## src/core/i2csr_pkg.sv

```systemverilog
// Constants and types for the two-wire register-access slave port
package i2csr_pkg;

  // Fixed upper six bits of the slave address
  localparam logic [5:0] ADDR_HI    = 6'h2E;
  localparam int         DATA_W     = 8;
  localparam int         REG_AW     = 7;
  localparam int         FIFO_DEPTH = 16;
  // Bit count at which a received byte is complete
  localparam logic [3:0] BIT_LAST   = 4'h8;
  // Bit count of the last transmitted bit
  localparam logic [3:0] BIT_TX_END = 4'h7;
  localparam logic [6:0] PTR_STEP   = 7'h01;

  typedef enum logic [2:0] {
    PH_IDLE, PH_RX, PH_ACK, PH_TX, PH_MACK, PH_IGNORE
  } i2csr_state_t;

  // Meaning of the byte currently in flight
  typedef enum logic [1:0] {K_ADDR, K_SUB, K_DATA} i2csr_kind_t;

  // One register write handed to the register file
  typedef struct packed {
    logic [REG_AW-1:0] addr;
    logic [DATA_W-1:0] data;
  } i2csr_wr_t;

  // Whole state of the protocol engine
  typedef struct packed {
    logic [1:0]        scl_s;
    logic [1:0]        sda_s;
    logic [1:0]        cs_s;
    logic [1:0]        lsb_s;
    logic              scl_d;
    logic              sda_d;
    i2csr_state_t      st;
    i2csr_kind_t       kind;
    logic [3:0]        bitcnt;
    logic [DATA_W-1:0] shreg;
    logic              rw;
    logic              inc;
    logic              mack;
    logic [REG_AW-1:0] ptr;
    logic              sda_low;
    logic              scl_hold;
    logic              busy;
    logic              rd_stb;
  } i2csr_core_t;

  localparam i2csr_core_t CORE_RST = '0;

endpackage : i2csr_pkg

```

## src/core/i2csr_slave.sv

```systemverilog
// Two-wire slave port with write buffer and register pointer
`timescale 1ns/100ps

// Write buffer between the serial engine and the register file
module i2csr_fifo #(
  parameter int WIDTH = 15,
  parameter int DEPTH = 16
) (
  input  wire logic             clk_i,
  input  wire logic             resetn_i,
  input  wire logic             in_valid_i,
  output logic                  in_ready_o,
  input  wire logic [WIDTH-1:0] in_data_i,
  output logic                  out_valid_o,
  input  wire logic             out_ready_i,
  output logic [WIDTH-1:0]      out_data_o
);
  import i2csr_pkg::*;
  localparam int AW = $clog2(DEPTH);
  localparam logic [AW:0] FULL = DEPTH[AW:0];

  typedef struct packed {
    logic [AW-1:0] wp;
    logic [AW-1:0] rp;
    logic [AW:0]   cnt;
  } i2csr_fptr_t;

  i2csr_fptr_t      q_reg;
  i2csr_fptr_t      q_next;
  logic [WIDTH-1:0] mem [DEPTH];
  logic             push;
  logic             pop;

  // Full and empty come straight from the occupancy count
  assign in_ready_o  = (q_reg.cnt != FULL);
  assign out_valid_o = (q_reg.cnt != '0);
  assign out_data_o  = mem[q_reg.rp];
  assign push        = in_valid_i && in_ready_o;
  assign pop         = out_valid_o && out_ready_i;

  // Pointer and count update
  always_comb begin
    q_next = q_reg;
    if (push) begin
      q_next.wp = q_reg.wp + 1'b1;
    end
    if (pop) begin
      q_next.rp = q_reg.rp + 1'b1;
    end
    if (push && !pop) begin
      q_next.cnt = q_reg.cnt + 1'b1;
    end else if (pop && !push) begin
      q_next.cnt = q_reg.cnt - 1'b1;
    end
  end

  always_ff @(posedge clk_i or negedge resetn_i) begin
    if (!resetn_i) begin
      q_reg <= '0;
    end else begin
      q_reg <= q_next;
    end
  end

  // Storage needs no reset; only counted words are ever read
  always_ff @(posedge clk_i) begin
    if (push) begin
      mem[q_reg.wp] <= in_data_i;
    end
  end
endmodule : i2csr_fifo

// Contract
// (RQ1) Interface-select high enables this port; low keeps it idle.
// (RQ2) Address is fixed six bits plus the strapped low bit.
// (RQ3) Works at standard and fast-mode bus clock rates.
// (RQ4) Falling data while clock high is a start; bus then busy.
// (RQ5) Rising data while clock high is a stop ending the transfer.
// (RQ6) First seven bits after start are compared; eighth is direction.
// (RQ7) Receiver pulls data low through the acknowledge clock high phase.
// (RQ8) Device acknowledges address, sub-address and write data bytes.
// (RQ9) Byte after address: low seven bits register, top bit increment.
// (RQ10) With increment set, pointer advances after every data byte.
// (RQ11) Reads: write address, sub-address, repeated start, read address.
// (RQ12) Address plus direction gives four byte values.
// (RQ13) Writes send data bytes after sub-address, then a stop.
// (RQ14) Bursts have no length limit.
// (RQ15) Bytes are eight bits, most significant bit first.
// (RQ16) Master acknowledges read bytes except the last one.
// (RQ17) A receiver not ready may hold the clock low to stall.
// (RQ18) Slave that refuses its address leaves data high in ack slot.
// (RQ19) On address mismatch, data stays released until next start.
module i2csr_slave (
  input  wire logic                     clk_i,
  input  wire logic                     resetn_i,
  input  wire logic                     cs_i,
  input  wire logic                     addr_lsb_strap_i,
  input  wire logic                     scl_i,
  output logic                          scl_o,
  output logic                          scl_oe_o,
  input  wire logic                     sda_i,
  output logic                          sda_o,
  output logic                          sda_oe_o,
  output logic                          bus_busy_o,
  output logic [i2csr_pkg::REG_AW-1:0]  rd_addr_o,
  input  wire logic [i2csr_pkg::DATA_W-1:0] rd_data_i,
  output logic                          rd_strobe_o,
  output logic                          wr_valid_o,
  input  wire logic                     wr_ready_i,
  output i2csr_pkg::i2csr_wr_t          wr_o
);
  import i2csr_pkg::*;

  i2csr_core_t q_reg;
  i2csr_core_t q_next;
  logic        scl_rise;
  logic        scl_fall;
  logic        start_cond;
  logic        stop_cond;
  logic        fifo_ready;
  logic [6:0]  slave_addr;
  i2csr_wr_t   fifo_in;
  // Load a read byte: first bit goes out at once, pointer steps after when increment is set
  function automatic i2csr_core_t load_byte(input i2csr_core_t c,
                                            input logic [7:0] d);
    i2csr_core_t r;
    r         = c;
    r.st      = PH_TX;
    r.kind    = K_DATA;
    r.bitcnt  = '0;
    r.shreg   = d;
    r.sda_low = ~d[7];                              // RQ15
    r.rd_stb  = 1'b1;
    if (c.inc) begin
      r.ptr = c.ptr + PTR_STEP;                     // RQ10
    end
    return r;
  endfunction : load_byte

  // Edges seen on the second synchroniser stage only; 100 MHz sampling
  // leaves hundreds of samples per fast-mode bit
  assign scl_rise   = q_reg.scl_s[1] & ~q_reg.scl_d;                // RQ3
  assign scl_fall   = ~q_reg.scl_s[1] & q_reg.scl_d;
  assign start_cond = q_reg.sda_d & ~q_reg.sda_s[1]
                    & q_reg.scl_s[1] & q_reg.scl_d;                 // RQ4
  assign stop_cond  = ~q_reg.sda_d & q_reg.sda_s[1]
                    & q_reg.scl_s[1] & q_reg.scl_d;                 // RQ5
  assign slave_addr = {ADDR_HI, q_reg.lsb_s[1]};                    // RQ2
  assign fifo_in    = '{addr: q_reg.ptr, data: q_reg.shreg};

  // Protocol engine next state
  always_comb begin
    q_next        = q_reg;
    q_next.scl_s  = {q_reg.scl_s[0], scl_i};
    q_next.sda_s  = {q_reg.sda_s[0], sda_i};
    q_next.cs_s   = {q_reg.cs_s[0], cs_i};
    q_next.lsb_s  = {q_reg.lsb_s[0], addr_lsb_strap_i};
    q_next.scl_d  = q_reg.scl_s[1];
    q_next.sda_d  = q_reg.sda_s[1];
    q_next.rd_stb = 1'b0;
    if (!q_reg.cs_s[1]) begin
      // Pads belong to the other interface; stay off the lines
      q_next.st       = PH_IDLE;                    // RQ1
      q_next.sda_low  = 1'b0;
      q_next.scl_hold = 1'b0;
      q_next.busy     = 1'b0;
    end else if (start_cond) begin
      // Also covers a repeated start from any state
      q_next.st       = PH_RX;                      // RQ4
      q_next.kind     = K_ADDR;
      q_next.bitcnt   = '0;
      q_next.sda_low  = 1'b0;
      q_next.scl_hold = 1'b0;
      q_next.busy     = 1'b1;
    end else if (stop_cond) begin
      q_next.st       = PH_IDLE;                    // RQ5
      q_next.sda_low  = 1'b0;
      q_next.scl_hold = 1'b0;
      q_next.busy     = 1'b0;
    end else begin
      case (q_reg.st)
        PH_RX: begin
          if (q_reg.scl_hold) begin
            // Held low until the buffer takes the byte; ack is already out
            if (fifo_ready) begin
              q_next.scl_hold = 1'b0;               // RQ17
              q_next.st       = PH_ACK;
              if (q_reg.inc) begin
                q_next.ptr = q_reg.ptr + PTR_STEP;  // RQ10
              end
            end
          end else if (scl_rise) begin
            q_next.shreg  = {q_reg.shreg[6:0], q_reg.sda_s[1]}; // RQ15
            q_next.bitcnt = q_reg.bitcnt + 1'b1;
          end else if (scl_fall && q_reg.bitcnt == BIT_LAST) begin
            q_next.bitcnt = '0;
            case (q_reg.kind)
              K_ADDR: begin
                if (q_reg.shreg[7:1] == slave_addr) begin       // RQ6
                  q_next.rw      = q_reg.shreg[0];              // RQ12
                  q_next.st      = PH_ACK;
                  q_next.sda_low = 1'b1;                        // RQ8
                end else begin
                  q_next.st = PH_IGNORE;                        // RQ18 RQ19
                end
              end
              K_SUB: begin
                q_next.ptr     = q_reg.shreg[6:0];              // RQ9
                q_next.inc     = q_reg.shreg[7];
                q_next.st      = PH_ACK;
                q_next.sda_low = 1'b1;                          // RQ8
              end
              default: begin
                q_next.scl_hold = 1'b1;                         // RQ17
                q_next.sda_low  = 1'b1;                         // RQ8
              end
            endcase
          end
        end
        PH_ACK: begin
          // Low held from one falling clock edge to the next
          if (scl_fall) begin                       // RQ7
            q_next.sda_low = 1'b0;
            q_next.bitcnt  = '0;
            if (q_reg.kind == K_ADDR && q_reg.rw) begin
              q_next = load_byte(q_next, rd_data_i);
            end else begin
              q_next.st   = PH_RX;
              q_next.kind = (q_reg.kind == K_ADDR) ? K_SUB : K_DATA;
            end
          end
        end
        PH_TX: begin
          if (scl_fall) begin
            q_next.bitcnt = q_reg.bitcnt + 1'b1;
            if (q_reg.bitcnt == BIT_TX_END) begin
              q_next.sda_low = 1'b0;                // RQ7
              q_next.st      = PH_MACK;
            end else begin
              q_next.shreg   = {q_reg.shreg[6:0], 1'b0};
              q_next.sda_low = ~q_reg.shreg[6];     // RQ15
            end
          end
        end
        PH_MACK: begin
          if (scl_rise) begin
            q_next.mack = ~q_reg.sda_s[1];
          end else if (scl_fall) begin
            if (q_reg.mack) begin
              q_next = load_byte(q_next, rd_data_i); // RQ14
            end else begin
              q_next.st = PH_IGNORE;                // RQ16
            end
          end
        end
        default: begin
        end
      endcase
    end
  end
  always_ff @(posedge clk_i or negedge resetn_i) begin
    if (!resetn_i) begin
      q_reg <= CORE_RST;
    end else begin
      q_reg <= q_next;
    end
  end
  // Write buffer; a full buffer stretches the clock on the bus
  i2csr_fifo #(
    .WIDTH ($bits(i2csr_wr_t)),
    .DEPTH (FIFO_DEPTH)
  ) u_fifo (
    .clk_i       (clk_i),
    .resetn_i    (resetn_i),
    .in_valid_i  (q_reg.scl_hold),
    .in_ready_o  (fifo_ready),
    .in_data_i   (fifo_in),
    .out_valid_o (wr_valid_o),
    .out_ready_i (wr_ready_i),
    .out_data_o  (wr_o)
  );
  // Open-drain pins: only ever pull low
  assign sda_o       = 1'b0;
  assign sda_oe_o    = q_reg.sda_low;
  assign scl_o       = 1'b0;
  assign scl_oe_o    = q_reg.scl_hold;              // RQ17
  assign bus_busy_o  = q_reg.busy;
  assign rd_addr_o   = q_reg.ptr;
  assign rd_strobe_o = q_reg.rd_stb;
endmodule : i2csr_slave

```

## config.mk

```make
export PLATFORM = sky130hd
export DESIGN_NAME = i2csr_slave
export DESIGN_NICKNAME = d
export VERILOG_FILES = /design/src/core/i2csr_pkg.sv /design/src/core/i2csr_slave.sv
export SDC_FILE = /design/constraint.sdc
export NUM_CORES = 1
export LEC_CHECK = 0
export BUFFER_PORTS_ARGS = -buffer_cell sky130_fd_sc_hd__buf_2
export CAP_MARGIN = 25
export CORE_MARGIN = 3
export CORE_UTILIZATION = 55
export DETAILED_ROUTE_END_ITERATION = 8
export GPL_ROUTABILITY_DRIVEN = 0
export HOLD_SLACK_MARGIN = 0.08
export PLACE_DENSITY = 0.72
export RECOVER_POWER = 25
export SYNTH_ARGS = -nofsm -noshare
export SYNTH_HDL_FRONTEND = slang
export SYNTH_SLANG_ARGS = --single-unit
```

## constraint.sdc

```tcl
create_clock -name clk_i -period 3.33 [get_ports clk_i]
set_input_delay 0.333 -clock clk_i [delete_from_list [all_inputs] [get_ports clk_i]]
set_output_delay 0.333 -clock clk_i [all_outputs]
set_load 0.01 [all_outputs]
```

==> run metrics <==
status=finished with violations; failing checks=max-capacitance violations, max-slew violations; core area=21900 sq um; Synth Cell Area=12300 sq um; I/O Pins=44; Worst Setup Start Kind=flip-flop; vias in the first global route=6933; CTS Sinks=294; Peak Freq=323 MHz; CTS H-tree lvls=1; syn_area_per_cell=17.7 sq um; CTS max path bufs=3; setup bufs post-CTS=0; PD cells=627 nW/um^2; CTS buffer count=29; Cells after DPL=1003; max-slew violations=32; Final setup viols=0; Fin Clk Skew=0.0154 ns; GRT overflow=0; antenna cells=0; CP Max Fanout=23; CTS clk-pin slew, worst paths=0.06 ns; Synth top cells by count=edfxtp_1 (240), mux4_2 (75), dfrtp_1 (54); Resized Gates After CTS=0; endpoint class of the critical path=primary output; top-area cell type share of the netlist area=58.5%; count leader, synth=edfxtp_1; MaxCap Viol Count=1; Netlist cell types=64; Via-to-Cell Ratio=6.21; RSZ-0062 raised after global routing=no; Routed WL=26.3 mm; Seq pwr share=54.6%; Residual DRC=0; critical path arrival=2.76 ns; Worst Path Required=3.00 ns; HPWL Detailed=15.7 mm; chip height=156 microns; die area=24200 sq um; Worst-Margin Slew=1.63 ns; Cell Count, Final, Fillers Out=1061; Worst Hold Class=input pin to flip-flop; WS Path Type=flip-flop to primary output; CTS tree=built; P&R area growth vs syn=13.2%; clock power share=36.8%; sw frac=24.6%; largest net degree at the start of global routing=32; YS warnings=0; Port Buf Inserts=41; Final Hold Vio Count=0; Worst-Skew Late Latency=0.53 ns; Site Rows=54; maximum VDD drop=487 uV; Setup TNS=0 ns; sw power=0.00215 W; EDFF count, synth=240; first-pass GRT wire length=41.4 mm; register area share after synthesis=69.5%; vias after detailed routing=6593; fin nets=788; Tcrit/Tclk final=92.9%; layout cells sized above 1=26.9%; minimum clock period=3.09 ns; P_int=0.00659 W; Most used DFF post-synth=edfxtp_1; Synth async-reset ratio=18.4%; static leakage=4.60 nW; Iter 0 DRT Violations=689; leading area contributor after synthesis=edfxtp_1; Power Total=0.00874 W; Gate Count Post-Synth=696; Routed WL per cell=24.8 microns; Total GRT Usage=22.4%; initial antenna violation count=0; Die W=156 microns; Initial Util=56.2%; Final ANT Viol Nets=0; Root Driver=clkbuf_16; power share of the combinational group=8.7%; max reg flops=240; Relative slew margins=-8.52%; top cells by area, synth=edfxtp_1 (59%), mux4_2 (14%), dfrtp_1 (11%), ha_1 (1.3%), o21ai_0 (1.1%); First-pass DRT Iterations=5; #FFs+latches synth=294; Min Hold Slack=0.128 ns
==> stage by stage <==
stage	utilization, %	setup WS, ns	cell area, sq um
finish	63.7	0.237	13900
detailed placement	59.1	0.583	12900
global route	63.7	0.0806	13900
floorplan	-	0.479	12300
global placement	59.1	0.745	12900
CTS	63.7	0.174	13900
==> logic make-up after synthesis <==
logic type	Yosys count	share of synthesized area, %
DFF	294	69.5
and+or+nand+nor	124	5.42
AOI/OAI and AO/OA	100	5.52
muxes	84	14.5
buffers and inverters	63	2.42
xor gates and xnor gates	16	1.14
adders and majority gates	14	1.48
other	1	0.0305
==> power groups by stage <==
stage	sequential, W	combinational (W)	clock (W)
2_1_floorplan	0.00462	0.000645	0
3_3_place_gp	0.00479	0.000712	0
3_5_place_dp	0.00483	0.000734	0
4_1_cts	0.00476	0.000743	0.00327
5_1_grt	0.00482	0.000842	0.00342
6_report	0.00477	0.000758	0.00321
==> cells in the final DEF (no fill, tap or decap), types with 6 or more instances in the layout <==
| cell type | synthesis | final |
|---|---|---|
| o21ai_0 | 26 | 26 |
| nor2_1 | 30 | 30 |
| buf_2 | 16 | 40 |
| nand2b_1 | 10 | 10 |
| a221oi_1 | 7 | 7 |
| inv_1 | 19 | 19 |
| clkinv_2 | 0 | 6 |
| a22o_1 | 7 | 7 |
| a21oi_1 | 16 | 16 |
| nand3_1 | 7 | 7 |
| clkbuf_16 | 0 | 29 |
| dfrtp_1 | 54 | 52 |
| clkbuf_1 | 14 | 10 |
| nand2_1 | 34 | 34 |
| xnor2_1 | 12 | 12 |
| mux4_2 | 75 | 75 |
| edfxtp_1 | 240 | 240 |
| ha_1 | 13 | 13 |
| buf_4 | 11 | 24 |
==> repair_timing <==
action / 4_1_cts / 5_1_grt
setup endpoints to repair: 0 / 0
hold buffers: 5 / 0
endpoints found under the hold margin: 34 / 0
==> area by class of cell <==
class                      count  area, sq um
fill                        1522         7950
sequential                   294         8560
clock inverter                11          133
inverter                      19         71.3
tap                          280          350
timing repair buffer          75          518
clock buffer                  42          825
multi-input combinational    340         3480
==> critical path, stage by stage (launching register included) <==
cell     delay, ns
dfrtp_4       0.74
buf_4         0.31
mux4_2        0.53
mux4_2        0.47
buf_2         0.15
==> worst paths after layout <==
| kind | from | endpoint | slack [ns] | depth (start not counted) |
|---|---|---|---|---|
| hold / removal | rd_data_i[6] | fifo_in[6] | 0.13 | 3 |
| setup reg to reg | u_fifo.q_reg[1] | u_fifo.q_reg[4] | 0.53 | 12 |
| hold reg to reg | q_reg[33] | q_reg[34] | 0.35 | 0 |
| setup / recovery | u_fifo.q_reg[5] | wr_o[10] | 0.24 | 4 |
| max in group asynchronous | resetn_i | u_fifo.q_reg[5] | 1.42 | 2 |
| min in group asynchronous | resetn_i | sda_oe_o | 0.75 | 2 |
==> routing by layer <==
metal  part of all wire [%]  wire length [microns]  GRT usage, %  vias up
met5                      0                      0             0        -
met4                    2.3                    613          5.67        0
met3                    5.3                   1390          2.72       43
met2                     52                  13800          39.3      248
met1                     40                  10500          30.5     3414
li1                       -                      -             -     2888
Note: power is estimated with default switching activity, not from simulation.
